===== config.mk =====
export PLATFORM = sky130hd
export DESIGN_NAME = uet_top
export DESIGN_NICKNAME = d
export VERILOG_FILES = /design/src/uet_pkg.sv /design/src/uet_fifo.sv /design/src/uet_rx_status.sv /design/src/uet_top.sv
export SDC_FILE = /design/constraint.sdc
export NUM_CORES = 1
export LEC_CHECK = 0
export BUFFER_PORTS_ARGS = -buffer_cell sky130_fd_sc_hd__clkbuf_2
export CORE_ASPECT_RATIO = 0.8
export CORE_UTILIZATION = 45
export DETAILED_ROUTE_END_ITERATION = 10
export HOLD_SLACK_MARGIN = 0.03
export PLACE_DENSITY = 0.64
export SYNTH_ARGS = -nofsm -noshare
export SYNTH_HDL_FRONTEND = slang
export SYNTH_SLANG_ARGS = --single-unit

===== constraint.sdc =====
create_clock -name CORE_CLK_I -period 5.8 [get_ports CORE_CLK_I]
set_clock_uncertainty 0.2 [all_clocks]
set_input_delay 0.29 -clock CORE_CLK_I [delete_from_list [all_inputs] [get_ports CORE_CLK_I]]
set_output_delay 0.29 -clock CORE_CLK_I [all_outputs]
set_load 0.005 [all_outputs]

===== src/uet_pkg.sv =====
// constants and types for the transmit/receive endpoint control block
package uet_pkg;

	////////////////////////////////////////////////////////////////////////
	// register offsets
	localparam logic [5:0] TXD_ADDR = 6'h29;
	localparam logic [5:0] TXS_ADDR = 6'h2a;
	localparam logic [5:0] TXC_ADDR = 6'h2b;
	localparam logic [5:0] RXS_ADDR = 6'h2e;

	////////////////////////////////////////////////////////////////////////
	// transmit command fields
	localparam int TX_EN_BIT  = 0;
	localparam int LAST_BIT   = 1;
	localparam int TOGGLE_BIT = 2;
	localparam int FLUSH_BIT  = 3;
	localparam int REFILL_BIT = 4;
	localparam int WLIM_LSB   = 5;
	localparam int OVR_BIT    = 7;
	localparam logic [7:0] TXC_RESET = 8'h00;

	// transmit status fields
	localparam int URUN_BIT = 7;
	localparam int ACK_BIT  = 6;
	localparam int DONE_BIT = 5;
	localparam logic [4:0] FREE_MAX = 5'h1f;

	// receive status fields
	localparam int RX_ERR_BIT = 7;
	localparam int SETUP_BIT  = 6;
	localparam int RPID_BIT   = 5;
	localparam int RLAST_BIT  = 4;
	localparam logic [3:0] RECEIVE_BYTE_COUNT_MAX = 4'hf;
	localparam logic [7:0] RXS_RESET  = 8'h00;

	////////////////////////////////////////////////////////////////////////
	// warning limit codes and thresholds
	localparam logic [1:0] WL_OFF = 2'h0;
	localparam logic [1:0] WL_4   = 2'h1;
	localparam logic [1:0] WL_8   = 2'h2;
	localparam logic [4:0] TH_4   = 5'h04;
	localparam logic [4:0] TH_8   = 5'h08;
	localparam logic [4:0] TH_16  = 5'h10;

	// transmit buffer shape
	localparam int FIFO_WIDTH = 8;
	localparam int FIFO_DEPTH = 4;

	typedef enum logic [1:0] {
		ST_IDLE = 2'b00,
		ST_SEND = 2'b01,
		ST_EOP  = 2'b10,
		ST_HS   = 2'b11
	} uet_tx_state_t;

endpackage


===== src/uet_fifo.sv =====
// transmit byte buffer with saved read pointer for packet refill
module uet_fifo #(
	parameter int WIDTH = 8,
	parameter int DEPTH = 4
) (
	input  wire logic                     clk_i,
	input  wire logic                     rst_i,
	input  wire logic                     in_valid_i,
	input  wire logic [WIDTH-1:0]         in_data_i,
	output logic                          in_ready_o,
	output logic                          out_valid_o,
	output logic [WIDTH-1:0]              out_data_o,
	input  wire logic                     out_ready_i,
	input  wire logic                     flush_i,
	input  wire logic                     save_i,
	input  wire logic                     restore_i,
	output logic [$clog2(DEPTH):0]        count_o
);
	localparam int AW = $clog2(DEPTH);
	localparam logic [AW:0] FULL_CNT = DEPTH[AW:0];

	logic [WIDTH-1:0] mem [DEPTH];
	logic [AW:0]      wr_r;
	logic [AW:0]      rd_r;
	logic [AW:0]      sv_r;
	logic [AW:0]      held;
	logic             push;
	logic             pop;

	// bytes behind the saved pointer stay protected for a resend
	assign held        = wr_r - sv_r;
	assign count_o     = wr_r - rd_r;
	assign in_ready_o  = held != FULL_CNT;
	assign out_valid_o = count_o != '0;
	assign out_data_o  = mem[rd_r[AW-1:0]];
	assign push        = in_valid_i && in_ready_o;
	assign pop         = out_valid_o && out_ready_i;

	always_ff @(posedge clk_i)
	begin
		if (rst_i || flush_i)
		begin
			wr_r <= '0;
			rd_r <= '0;
			sv_r <= '0;
		end
		else
		begin
			if (push)
				wr_r <= wr_r + 1'b1;
			if (restore_i)
				rd_r <= sv_r;
			else if (pop)
				rd_r <= rd_r + 1'b1;
			if (save_i && !restore_i)
				sv_r <= pop ? rd_r + 1'b1 : rd_r;
		end
	end

	always_ff @(posedge clk_i)
	begin
		if (push)
			mem[wr_r[AW-1:0]] <= in_data_i;
	end
endmodule


===== src/uet_rx_status.sv =====
// receive status with second copy for setup after zero-length packet
module uet_rx_status (
	input  wire logic       clk_i,
	input  wire logic       rst_i,
	input  wire logic       iso_i,
	input  wire logic       frame_bit0_i,
	input  wire logic       done_i,
	input  wire logic       zero_len_i,
	input  wire logic       setup_i,
	input  wire logic       pid1_i,
	input  wire logic       err_i,
	input  wire logic [6:0] fifo_count_i,
	input  wire logic       rd_i,
	output logic [7:0]      status_o
);
	logic [3:0] pri_r;
	logic [3:0] pri_nxt;
	logic [2:0] sec_r;
	logic [2:0] sec_nxt;
	logic       sec_v_r;
	logic       sec_v_nxt;
	logic       zlp_r;
	logic       zlp_nxt;
	logic [2:0] ev;
	logic [3:0] cnt;

	function automatic logic [3:0] sat15(input logic [6:0] c);
		sat15 = (c > 7'(uet_pkg::RECEIVE_BYTE_COUNT_MAX)) ? uet_pkg::RECEIVE_BYTE_COUNT_MAX : c[3:0];
	endfunction

	// setup, data pid or frame bit, last
	assign ev = {setup_i, iso_i ? frame_bit0_i : pid1_i, 1'b1};

	always_comb
	begin
		pri_nxt   = pri_r;
		sec_nxt   = sec_r;
		sec_v_nxt = sec_v_r;
		zlp_nxt   = zlp_r;
		if (rd_i)
		begin
			if (sec_v_r)
			begin
				pri_nxt   = {1'b0, sec_r};
				sec_v_nxt = 1'b0;
			end
			else
				pri_nxt = 4'h0;
			zlp_nxt = 1'b0;
		end
		// event wins over the clear of the same cycle
		if (done_i)
		begin
			if (zlp_nxt && setup_i && !zero_len_i)
			begin
				sec_nxt   = ev;
				sec_v_nxt = 1'b1;
			end
			else
			begin
				pri_nxt[2:0] = ev;
				zlp_nxt      = zero_len_i;
			end
		end
		if (err_i)
			pri_nxt[3] = 1'b1;
	end

	always_ff @(posedge clk_i)
	begin
		if (rst_i)
		begin
			pri_r   <= uet_pkg::RXS_RESET[7:4];
			sec_r   <= 3'h0;
			sec_v_r <= 1'b0;
			zlp_r   <= 1'b0;
		end
		else
		begin
			pri_r   <= pri_nxt;
			sec_r   <= sec_nxt;
			sec_v_r <= sec_v_nxt;
			zlp_r   <= zlp_nxt;
		end
	end

	// zero-length copy reports no bytes while setup waits behind it
	assign cnt      = (zlp_r && sec_v_r) ? 4'h0 : sat15(fifo_count_i);
	assign status_o = {pri_r, cnt};
endmodule


===== src/uet_top.sv =====
// transmit endpoint control, data port and receive status registers
//
// Contract
// done set by packet, stall or iso frame
// status read clears done, ack, underrun
// non-iso ack flag follows host ACK
// iso ack only on matched sent frame
// empty FIFO unmarked: underrun, stuff error, EOP
// firmware sets enable, device clears after packet
// last bit marks packet; empty means zero-length
// last cleared after payload, CRC and EOP
// data pid bit picks DATA0/DATA1, untouched
// iso sends only on frame bit match
// iso always sends DATA0
// flush empties FIFO after transfer, self-clears
// last saves pointer, refill restores it
// warning at limit only while enabled
// frame lock override sends on next IN
// data port takes payload only
// two receive status copies for setup
// receive count saturates at fifteen
// receive last flag, cleared by read
// receive pid or frame bit, read clears
// setup flag, cleared by read
// receive error flag on media error
// iso endpoint never answers NAK
// free count saturates at thirty-one
module uet_top (
	input  wire logic       CORE_CLK_I,
	input  wire logic       RST_I,
	input  wire logic [5:0] ADDR_I,
	input  wire logic       WR_I,
	input  wire logic       RD_I,
	input  wire logic [7:0] WDATA_I,
	output logic [7:0]      RDATA_O,
	input  wire logic       EP_ISO_I,
	input  wire logic       EP_STALL_I,
	input  wire logic       FRAME_BIT0_I,
	input  wire logic       SOF_I,
	input  wire logic       IN_TOKEN_I,
	input  wire logic       TX_READY_I,
	input  wire logic       PKT_END_I,
	input  wire logic       HS_ACK_I,
	input  wire logic       HS_NONE_I,
	output logic            TX_START_O,
	output logic            TX_PID_O,
	output logic            TX_VALID_O,
	output logic [7:0]      TX_DATA_O,
	output logic            TX_PAYLOAD_END_O,
	output logic            FORCE_STUFF_O,
	output logic            STALL_O,
	output logic            NAK_O,
	output logic            TX_WARN_O,
	output logic            TX_SPACE_O,
	input  wire logic       RX_DONE_I,
	input  wire logic       RX_ZERO_LEN_I,
	input  wire logic       RX_SETUP_I,
	input  wire logic       RX_PID1_I,
	input  wire logic       RX_ERR_I,
	input  wire logic [6:0] RX_COUNT_I
);
	localparam int CW = $clog2(uet_pkg::FIFO_DEPTH) + 1;

	uet_pkg::uet_tx_state_t state_r;
	uet_pkg::uet_tx_state_t state_nxt;

	logic          tx_en_r;
	logic          last_r;
	logic          toggle_r;
	logic          flush_r;
	logic          refill_r;
	logic [1:0]    wlim_r;
	logic          ovr_r;
	logic          done_r;
	logic          ack_r;
	logic          urun_r;
	logic          match_r;
	logic          in_seen_r;
	logic          wr_txc;
	logic          wr_txd;
	logic          rd_txs;
	logic          rd_rxs;
	logic          f_ready;
	logic          f_valid;
	logic [7:0]    f_data;
	logic [CW-1:0] f_count;
	logic          f_pop;
	logic          f_flush;
	logic          f_save;
	logic          f_restore;
	logic          start;
	logic          done_set;
	logic          ack_set;
	logic          ack_clr;
	logic          en_clr;
	logic          last_clr;
	logic          rel;
	logic          urun_ev;
	logic          pay_end;
	logic          stall_ev;
	logic          nak_ev;
	logic          pend;
	logic          lock_ok;
	logic [4:0]    free;
	logic [4:0]    remain;
	logic [7:0]    rx_status;

	function automatic logic [4:0] free_sat(input logic [CW-1:0] used);
		int f;
		f = uet_pkg::FIFO_DEPTH - int'(used);
		free_sat = (f > int'(uet_pkg::FREE_MAX)) ? uet_pkg::FREE_MAX
			: 5'(f);
	endfunction

	function automatic logic wlim_hit(input logic [1:0] lim,
		input logic [4:0] rem);
		unique case (lim)
			uet_pkg::WL_OFF: wlim_hit = 1'b0;
			uet_pkg::WL_4:   wlim_hit = rem <= uet_pkg::TH_4;
			uet_pkg::WL_8:   wlim_hit = rem <= uet_pkg::TH_8;
			default:         wlim_hit = rem <= uet_pkg::TH_16;
		endcase
	endfunction

	////////////////////////////////////////////////////////////////////////
	// register decode
	assign wr_txc = WR_I && ADDR_I == uet_pkg::TXC_ADDR;
	assign wr_txd = WR_I && ADDR_I == uet_pkg::TXD_ADDR;
	assign rd_txs = RD_I && ADDR_I == uet_pkg::TXS_ADDR;
	assign rd_rxs = RD_I && ADDR_I == uet_pkg::RXS_ADDR;
	assign free   = free_sat(f_count);
	assign remain = 5'(f_count) + 5'(TX_VALID_O);

	////////////////////////////////////////////////////////////////////////
	// transmit buffer
	assign f_pop = state_r == uet_pkg::ST_SEND && (!TX_VALID_O || TX_READY_I);

	uet_fifo #(
		.WIDTH(uet_pkg::FIFO_WIDTH),
		.DEPTH(uet_pkg::FIFO_DEPTH)
	) u_fifo (
		.clk_i      (CORE_CLK_I),
		.rst_i      (RST_I),
		.in_valid_i (wr_txd),
		.in_data_i  (WDATA_I),
		.in_ready_o (f_ready),
		.out_valid_o(f_valid),
		.out_data_o (f_data),
		.out_ready_i(f_pop),
		.flush_i    (f_flush),
		.save_i     (f_save),
		.restore_i  (f_restore),
		.count_o    (f_count)
	);

	////////////////////////////////////////////////////////////////////////
	// transmit sequencing
	assign pend    = flush_r || refill_r;
	assign lock_ok = !EP_ISO_I || ovr_r || FRAME_BIT0_I == toggle_r;

	always_comb
	begin
		state_nxt = state_r;
		start     = 1'b0;
		done_set  = 1'b0;
		ack_set   = 1'b0;
		ack_clr   = 1'b0;
		en_clr    = 1'b0;
		last_clr  = 1'b0;
		rel       = 1'b0;
		urun_ev   = 1'b0;
		pay_end   = 1'b0;
		stall_ev  = 1'b0;
		nak_ev    = 1'b0;
		f_flush   = 1'b0;
		f_restore = 1'b0;
		unique case (state_r)
			uet_pkg::ST_IDLE:
			begin
				if (flush_r)
				begin
					f_flush  = 1'b1;
					last_clr = 1'b1;
				end
				else if (refill_r)
					f_restore = 1'b1;
				if (IN_TOKEN_I && EP_STALL_I)
				begin
					stall_ev = 1'b1;
					done_set = 1'b1;
					en_clr   = 1'b1;
				end
				else if (IN_TOKEN_I && tx_en_r && !pend && lock_ok)
				begin
					start     = 1'b1;
					state_nxt = uet_pkg::ST_SEND;
				end
				else if (IN_TOKEN_I && !EP_ISO_I)
					nak_ev = 1'b1;
				else if (SOF_I && EP_ISO_I && tx_en_r && !ovr_r && match_r
					&& !in_seen_r && !pend)
				begin
					f_flush  = 1'b1;
					done_set = 1'b1;
					ack_clr  = 1'b1;
					last_clr = 1'b1;
				end
			end
			uet_pkg::ST_SEND:
			begin
				if (!f_valid && !TX_VALID_O && last_r)
				begin
					pay_end   = 1'b1;
					state_nxt = uet_pkg::ST_EOP;
				end
				else if (!f_valid && !TX_VALID_O && TX_READY_I && !wr_txd)
				begin
					urun_ev   = 1'b1;
					state_nxt = uet_pkg::ST_EOP;
				end
			end
			uet_pkg::ST_EOP:
			begin
				if (PKT_END_I)
				begin
					last_clr = 1'b1;
					if (EP_ISO_I)
					begin
						done_set  = 1'b1;
						ack_set   = 1'b1;
						en_clr    = 1'b1;
						rel       = 1'b1;
						state_nxt = uet_pkg::ST_IDLE;
					end
					else
						state_nxt = uet_pkg::ST_HS;
				end
			end
			uet_pkg::ST_HS:
			begin
				if (HS_ACK_I || HS_NONE_I)
				begin
					done_set  = 1'b1;
					ack_set   = HS_ACK_I;
					ack_clr   = !HS_ACK_I;
					rel       = HS_ACK_I;
					en_clr    = 1'b1;
					state_nxt = uet_pkg::ST_IDLE;
				end
			end
		endcase
	end

	// save on a fresh last mark, and release acknowledged bytes
	assign f_save = (wr_txc && WDATA_I[uet_pkg::LAST_BIT] && !last_r)
		|| rel;

	always_ff @(posedge CORE_CLK_I)
	begin
		if (RST_I)
			state_r <= uet_pkg::ST_IDLE;
		else
			state_r <= state_nxt;
	end

	////////////////////////////////////////////////////////////////////////
	// transmit command register
	always_ff @(posedge CORE_CLK_I)
	begin
		if (RST_I)
		begin
			{ovr_r, wlim_r, refill_r, flush_r, toggle_r, last_r, tx_en_r}
				<= uet_pkg::TXC_RESET;
		end
		else if (wr_txc)
		begin
			tx_en_r  <= WDATA_I[uet_pkg::TX_EN_BIT];
			last_r   <= WDATA_I[uet_pkg::LAST_BIT];
			toggle_r <= WDATA_I[uet_pkg::TOGGLE_BIT];
			flush_r  <= WDATA_I[uet_pkg::FLUSH_BIT] | flush_r;
			refill_r <= WDATA_I[uet_pkg::REFILL_BIT] | refill_r;
			wlim_r   <= WDATA_I[uet_pkg::WLIM_LSB +: 2];
			ovr_r    <= WDATA_I[uet_pkg::OVR_BIT];
		end
		else
		begin
			if (en_clr)
				tx_en_r <= 1'b0;
			if (last_clr)
				last_r <= 1'b0;
			if (f_flush && state_r == uet_pkg::ST_IDLE && flush_r)
				flush_r <= 1'b0;
			if (f_restore)
				refill_r <= 1'b0;
		end
	end

	////////////////////////////////////////////////////////////////////////
	// transmit status, cleared on read; a set in the same cycle wins
	always_ff @(posedge CORE_CLK_I)
	begin
		if (RST_I)
		begin
			done_r <= 1'b0;
			ack_r  <= 1'b0;
			urun_r <= 1'b0;
		end
		else
		begin
			done_r <= done_set || (done_r && !rd_txs);
			ack_r  <= ack_set || (ack_r && !rd_txs && !ack_clr);
			urun_r <= urun_ev || (urun_r && !rd_txs);
		end
	end

	// frame lock tracking for iso pre-queueing
	always_ff @(posedge CORE_CLK_I)
	begin
		if (RST_I)
		begin
			match_r   <= 1'b0;
			in_seen_r <= 1'b0;
		end
		else
		begin
			match_r <= FRAME_BIT0_I == toggle_r;
			if (SOF_I)
				in_seen_r <= 1'b0;
			else if (IN_TOKEN_I)
				in_seen_r <= 1'b1;
		end
	end

	////////////////////////////////////////////////////////////////////////
	// link side outputs
	always_ff @(posedge CORE_CLK_I)
	begin
		if (RST_I)
		begin
			TX_VALID_O <= 1'b0;
			TX_DATA_O  <= 8'h00;
		end
		else if (f_pop && f_valid)
		begin
			TX_VALID_O <= 1'b1;
			TX_DATA_O  <= f_data;
		end
		else if (TX_READY_I || state_r != uet_pkg::ST_SEND)
			TX_VALID_O <= 1'b0;
	end

	always_ff @(posedge CORE_CLK_I)
	begin
		if (RST_I)
		begin
			TX_START_O       <= 1'b0;
			TX_PID_O         <= 1'b0;
			TX_PAYLOAD_END_O <= 1'b0;
			FORCE_STUFF_O    <= 1'b0;
			STALL_O          <= 1'b0;
			NAK_O            <= 1'b0;
			TX_WARN_O        <= 1'b0;
			TX_SPACE_O       <= 1'b0;
		end
		else
		begin
			TX_START_O <= start;
			if (start)
				TX_PID_O <= EP_ISO_I ? 1'b0 : toggle_r;
			TX_PAYLOAD_END_O <= pay_end;
			FORCE_STUFF_O    <= urun_ev;
			STALL_O          <= stall_ev;
			NAK_O            <= nak_ev;
			TX_WARN_O        <= tx_en_r && wlim_hit(wlim_r, remain);
			TX_SPACE_O       <= f_ready;
		end
	end

	////////////////////////////////////////////////////////////////////////
	// receive status and read data
	uet_rx_status u_rx (
		.clk_i       (CORE_CLK_I),
		.rst_i       (RST_I),
		.iso_i       (EP_ISO_I),
		.frame_bit0_i(FRAME_BIT0_I),
		.done_i      (RX_DONE_I),
		.zero_len_i  (RX_ZERO_LEN_I),
		.setup_i     (RX_SETUP_I),
		.pid1_i      (RX_PID1_I),
		.err_i       (RX_ERR_I),
		.fifo_count_i(RX_COUNT_I),
		.rd_i        (rd_rxs),
		.status_o    (rx_status)
	);

	always_ff @(posedge CORE_CLK_I)
	begin
		if (RST_I)
			RDATA_O <= 8'h00;
		else if (RD_I)
		begin
			if (ADDR_I == uet_pkg::TXS_ADDR)
				RDATA_O <= {urun_r, ack_r, done_r, free};
			else if (ADDR_I == uet_pkg::TXC_ADDR)
				RDATA_O <= {ovr_r, wlim_r, refill_r, flush_r, toggle_r,
					last_r, tx_en_r};
			else if (ADDR_I == uet_pkg::RXS_ADDR)
				RDATA_O <= rx_status;
			else
				RDATA_O <= 8'h00;
		end
	end
endmodule


### Word level (Yosys, flattened, before mapping)

Memories as Yosys holds them, arrays and structs flattened. A register that Yosys moved wholly into a read port is not among the register bits.
Index checks and enable logic that the tools add are counted.

| word-level totals | value |
|---|---|
| register bits | 50 |
| bits in writable memories | 32 |
| bits of input ports | 39 |
| output and inout bits | 25 |
| logic and storage cells | 215 |
| memories | 1 |

Memory list:

| name | depth | bits a word | rd ports | clocked after memory_dff | wr ports | RTL line | text |
|---|---|---|---|---|---|---|---|
| u_fifo.mem | 4 | 8 | 1 | 1 | 1 | uet_fifo.sv:22 | `logic [WIDTH-1:0] mem [DEPTH];` |

| operators by class | value |
|---|---|
| add/subtract/negate cells | 6 |
| $lt $le $gt $ge | 5 |
| equal/unequal tests | 17 |
| muxes and demuxes | 77 |
| bitwise operators | 4 |
| reductions and logical operators | 74 |

Operators by type and width:

| operator | number |
|---|---|
| $mux W1 | 51 |
| $logic_and A1 B1 Y1 | 35 |
| $eq A6 B6 Y1 const B | 4 |
| $mux W8 | 3 |
| $mux W3 | 5 |
| $mux W2 | 7 |
| $logic_not A1 Y1 | 13 |
| $mux W4 | 3 |
| $reduce_bool A2 Y1 | 6 |
| $logic_or A1 B1 Y1 | 11 |
| $pmux W1 S3 | 3 |
| $ne A2 B2 Y1 const B | 4 |
| $pmux W2 S4 | 1 |
| $gt A7 B4 Y1 const B | 1 |
| $add A3 B1 Y3 const B | 2 |
| $eq A2 B2 Y1 const B | 3 |
| $gt A4 B6 Y1 const B | 1 |
| $pmux W1 S2 | 3 |
| $reduce_or A2 Y1 | 3 |
| $sub A3 B3 Y3 | 2 |
| $le A4 B5 Y1 const B | 1 |
| $mux W5 | 1 |
| $reduce_and A5 Y1 | 1 |
| $add A3 B1 Y4 | 1 |
| other kinds (14) | 18 |

### Logic depth before layout (Yosys ltp)

| depth | value |
|---|---|
| word-level depth | 15 |
| gate-level depth with buffers | 12 |

### Cells and area by module

Synthesis repeated with hierarchy kept, for this count alone.

| unflattened totals | value |
|---|---|
| cells, all modules | 378 |
| area, all modules | 4134.0 sq um |

Modules (own cells, without submodules):

| module | times used | cells each | area each (sq um) | sequential area each (sq um) |
|---|---|---|---|---|
| uet_top | 1 | 220 | 1920.6 | 800.8 |
| uet_fifo | 1 | 109 | 1765.4 | 1141.1 |
| uet_rx_status | 1 | 49 | 447.9 | 180.2 |

### Worst setup path before layout

No wires, ideal clock.

| timing | value |
|---|---|
| path type | flip-flop to flip-flop |
| from | register u_fifo.rd_r[1] |
| to | register state_r[1] |
| library setup time | 0.070 ns |
| data arrival time | 2.828 ns |
| data required time | 5.530 ns |
| setup slack | 2.701 ns |
| cell stages (with the launch flop) | 12 |
| buffers on the path | 1 |
| clock period less this slack | 3.099 ns |
| cell sequence | dfxtp_1 -> clkbuf_1 -> inv_1 -> fa_1 -> xnor2_1 -> xnor2_1 -> ha_1 -> nand2b_1 -> a2111oi_4 -> o221ai_2 -> or3_1 -> a21oi_1 |

| on the way | value |
|---|---|
| word-level cells in the longest chain between the ends | 8 |
| elaborated cells on any way between the ends | 11 |

Ends and longest elaborated chain:

| item | RTL line | text |
|---|---|---|
| start, declared | uet_fifo.sv:24 | `logic [AW:0] rd_r;` |
| start signal, assigned | uet_fifo.sv:52 | `rd_r <= sv_r;` |
| start signal, assigned | uet_fifo.sv:54 | `rd_r <= rd_r + 1'b1;` |
| $sub A3 B3 Y3 * | uet_fifo.sv:32 | `assign count_o = wr_r - rd_r;` |
| $reduce_bool A3 Y1 * | uet_fifo.sv:34 | `assign out_valid_o = count_o != '0;` |
| $logic_not A1 Y1 * | uet_top.sv:211, uet_top.sv:216 |  |
| $logic_and A1 B1 Y1 * | uet_top.sv:211, uet_top.sv:216 |  |
| $logic_and A1 B1 Y1 (2 in a row) | uet_top.sv:216 | `else if (!f_valid && !TX_VALID_O && TX_READY_I && !wr_txd)` |
| $ne A3 B1 Y1 (no line) | -- |  |
| $reduce_and A5 Y1 (no line) | -- |  |
| end signal, assigned | uet_top.sv:261 | `state_r <= uet_pkg::ST_IDLE;` |
| end signal, assigned | uet_top.sv:263 | `state_r <= state_nxt;` |
| end, declared | uet_top.sv:64 | `uet_pkg::uet_tx_state_t state_r;` |

Mark *: on every way between the ends. The rest lies on a longest branch, timed or not.
A chain may end at the register's enable or synchronous reset.

### Final worst setup path

| timing | value |
|---|---|
| from | register u_fifo.rd_r[0] |
| to | register u_fifo.sv_r[1] |

| on the way | value |
|---|---|
| word-level cells in the longest chain between the ends | 4 |
| elaborated cells on any way between the ends | 5 |

Ends and longest elaborated chain:

| item | RTL line | text |
|---|---|---|
| $sub A3 B3 Y3 | uet_fifo.sv:32 |  |
| $reduce_bool A3 Y1 | uet_fifo.sv:34 |  |
| $logic_and A1 B1 Y1 | uet_fifo.sv:37 | `assign pop = out_valid_o && out_ready_i;` |
| $mux W3 * | uet_fifo.sv:56 | `sv_r <= pop ? rd_r + 1'b1 : rd_r;` |
| end signal, assigned | uet_fifo.sv:56 |  |
| end, declared | uet_fifo.sv:25 | `logic [AW:0] sv_r;` |

Marks and branches as above.

==> run metrics <==
R2R Setup Slk=about 2100 ps; final worst path period need=3673 ps; worst hold path startpoint=IN_TOKEN_I; startpoint types=flip-flop; hold depth=3; Post-synth top flop=dfxtp_1; Crit Path Class=flip-flop to flip-flop; Crit path depth=10; final net count=between 500 and 600; Reg2Reg Capture Point=u_fifo.sv_r[1]$_SDFFE_PP0P_; setup total negative slack=0 ps; share of cells above drive strength 1=a little over a fifth; Core ar.=9076 um2; CP Cell Sequence=ha_1 -> inv_1 -> fa_1 -> inv_1 -> ha_1 -> ha_1 -> nand3b_1 -> mux2_2 -> mux2i_1 -> nor2_1; die area=between 9000 and 10,000 um2; Worst Hold Slack=just over 60 ps; fill count=around 820; GPL Wtd Cong=approximately 0.8; Final HPWL DP=around 6.7 mm; DR vias=3,101; Die X=between 100 and 150 um; CP delay by family, top=adder cells; Final Slew Violations=0; P&R area growth vs syn=18.43%; Hold Crit Class=primary input to flip-flop; Synth warnings=0; Max Cap Violations=0; diode count=0; Initial Util=between 40% and 50%; Crit path largest cell delay=a little under 800 ps; critical path peak fanout=11; fin crit share=63.32%; CTS tree=done; FP Rows=31; area of the multi-input gates=1942 um2; RSZ-0062 raised after global routing=false; clk sink count=90; drt total wl=roughly 9.4 mm; flip-flop and latch area=2122 um2; critical path capture point type=flip-flop; final setup margin=about 2100 ps; starting DRC count in detailed routing=216; CTS max path bufs=2; pre-CTS setup slack=~2100 ps; setup-violating endpoint count in the final report=0; cell count after placement=553; vias in the first global route=about 3k; reg2reg path depth=10; CTS Root Cell=clkbuf_16; gr usage total=between 20% and 30%; Critical Path RT=5820 ps; worst-margin pin slew=1022 ps; largest net degree at the start of global routing=48; sequential-to-total area share from yosys stat=about half; drc violations=0; WP buf/inv=2; Reg2Reg Launch Point=u_fifo.rd_r[0]$_SDFF_PP0_; syn_area_per_cell=between 10 and 15 um2; Final ANT Viol Nets=0; Worst Hold End=STALL_O$_SDFF_PP0_; CP max stage cell=dfxtp_1; post-synth cell types=between 50 and 60; Worst-path clk slew=approximately 60 ps; gr ovfl total=0; Arrival @ worst endpoint=around 3700 ps; worst skew pair latency=about 340 ps; Final Non-Filler Cells=581; H-tree levels=3; num ports=64; post-synth net total=around 450; Mapped Cells=391; Hold Vio Cnt, Final=0; Avg WL per Cell=roughly 16 um; CTS Buf Count=9; vias per cell=around 5.3; number of synthesized flops with an enable pin=32; detailed-router iteration count before antenna repair=4; Post-synth ARST share=0%; Seq cells post-synth=90; Post-Syn Area=between 4000 and 5000 um2; Leak=about 0.0019 uW; Pwr Density=~260 nW/um2; Slew HR=roughly a third; die height=between 80 and 90 um; port bufs=63; initial antenna violation count=0; first-pass GRT wire length=approximately 15 mm; Max Fclk=between 0.2 and 0.3 GHz; maximum VDD drop=0.1990 mV; Top cell by count, worst path=ha_1; outcome=finished clean
[where the power goes]
part / internal [uW] / switching [uW]
clock: 293 / 251
combinational: 31.4 / 41.0
sequential: 659 / 3.83
total: 984 / 295
[cell usage after synthesis (2+ instances only)]
library cell	count	area [um2]
nor2b_1	9	56.30
o21ai_0	10	50.05
ha_1	17	212.7
a32oi_1	3	26.28
clkbuf_1	9	33.78
nor3_1	8	40.04
nand3_1	13	65.06
mux4_2	8	180.2
a31oi_2	2	25.02
a21boi_0	2	15.01
a211oi_1	2	15.01
and3_4	2	22.52
and2_1	3	18.77
a31oi_1	3	18.77
mux2i_1	19	190.2
nand4b_1	2	17.52
nand2_1	31	116.4
dfxtp_1	58	1161
inv_1	17	63.81
edfxtp_1	32	960.9
buf_2	5	25.02
nand3b_1	5	37.54
xnor2_1	9	78.83
o22ai_1	2	12.51
nor2_1	42	157.7
o2111ai_1	2	17.52
nor3b_1	2	15.01
a21oi_1	25	125.1
mux2_2	2	22.52
nand4_1	3	18.77
o31ai_1	3	22.52
or3_1	2	12.51
buf_6	2	22.52
nand2b_1	14	87.58
[stage by stage]
step | utilization, % | power [uW] | cell area, um2
finish | 55.02 | 1279 | 4994
CTS | 55.02 | 1289 | 4994
global placement | 50.62 | 741.0 | 4594
global route | 55.02 | 1325 | 4994
detailed placement | 50.62 | 742.3 | 4594
floorplan | - | 711.9 | 4217
[kinds of logic (layout without fill, tap and decap cells)]
kind of cell | Yosys count | in the layout | share of synthesized area [%]
mux | 29 | 29 | 9.317
flops | 90 | 90 | 50.33
fa+ha+maj | 18 | 18 | 5.519
simple gates | 143 | 143 | 17.36
buf+inv | 34 | 109 | 3.620
compound gates | 67 | 67 | 11.78
xor+xnor | 10 | 10 | 2.077
[registers in the layout, indices dropped and copies added (netlist names), 2 cells and up]
name / count
u_fifo.mem: 32
RDATA_O: 8
TX_DATA_O: 8
u_rx.pri_r: 4
u_fifo.rd_r: 3
u_fifo.sv_r: 3
u_fifo.wr_r: 3
u_rx.sec_r: 3
state_r: 2
wlim_r: 2
[metal layers]
metal  part of all wire [%]  global-route usage [%]  vias up  wire length, um
li1                       -                       -     1541                -
met1                     49                   29.38     1479             4570
met5                      0                       0        -                0
met4                   0.43                   7.536        0               40
met3                    5.1                   4.566        4              483
met2                     46                   31.93       77             4301
[tightest hold or removal path: stages]
cell      delay (ps)
clkbuf_2         150
nand2_1           80
nor3_1            40
[repair_timing]
action,4_1_cts,5_1_grt
hold buffers,12,0
endpoints found under the hold margin,40,0
resized for setup,0,0
setup buffers,0,0
[how the worst max path moves through the flow]
| stage | from | endpoint |
|---|---|---|
| after floorplan | u_fifo.rd_r[1]$_SDFF_PP0_ | state_r[1]$_SDFFE_PP0P_ |
| after global placement | u_fifo.rd_r[0]$_SDFF_PP0_ | u_fifo.rd_r[1]$_SDFF_PP0_ |
| after detailed placement | u_fifo.rd_r[0]$_SDFF_PP0_ | u_fifo.sv_r[1]$_SDFFE_PP0P_ |
| after CTS | u_fifo.rd_r[0]$_SDFF_PP0_ | u_fifo.sv_r[1]$_SDFFE_PP0P_ |
| after global routing | u_fifo.rd_r[0]$_SDFF_PP0_ | u_fifo.sv_r[1]$_SDFFE_PP0P_ |
| final | u_fifo.rd_r[0]$_SDFF_PP0_ | u_fifo.sv_r[1]$_SDFFE_PP0P_ |
[cell usage in the layout (no fill, tap or decap), types with 5 or more instances in the layout]
cell,netlist,final
a21oi_1,25,25
clkbuf_16,0,9
clkbuf_2,0,63
dfxtp_1,58,58
dlygate4sd3_1,0,12
edfxtp_1,32,32
ha_1,17,17
inv_1,17,17
mux2i_1,19,19
mux4_2,8,8
nand2_1,31,31
nand2b_1,14,14
nand3_1,13,13
nand3b_1,5,5
nor2_1,42,42
nor2b_1,9,9
nor3_1,8,8
o21ai_0,10,10
xnor2_1,9,9
[area by class of cell]
| class | instances | area share [%] |
|---|---|---|
| clock inverter | 7 | 1.077 |
| inverter | 17 | 1.278 |
| multi-input combinational | 267 | 38.89 |
| tap | 115 | 2.881 |
| clock buffer | 9 | 4.510 |
| timing repair buffer | 76 | 8.870 |
| sequential | 90 | 42.50 |
Note: power is estimated with default switching activity, not from simulation.
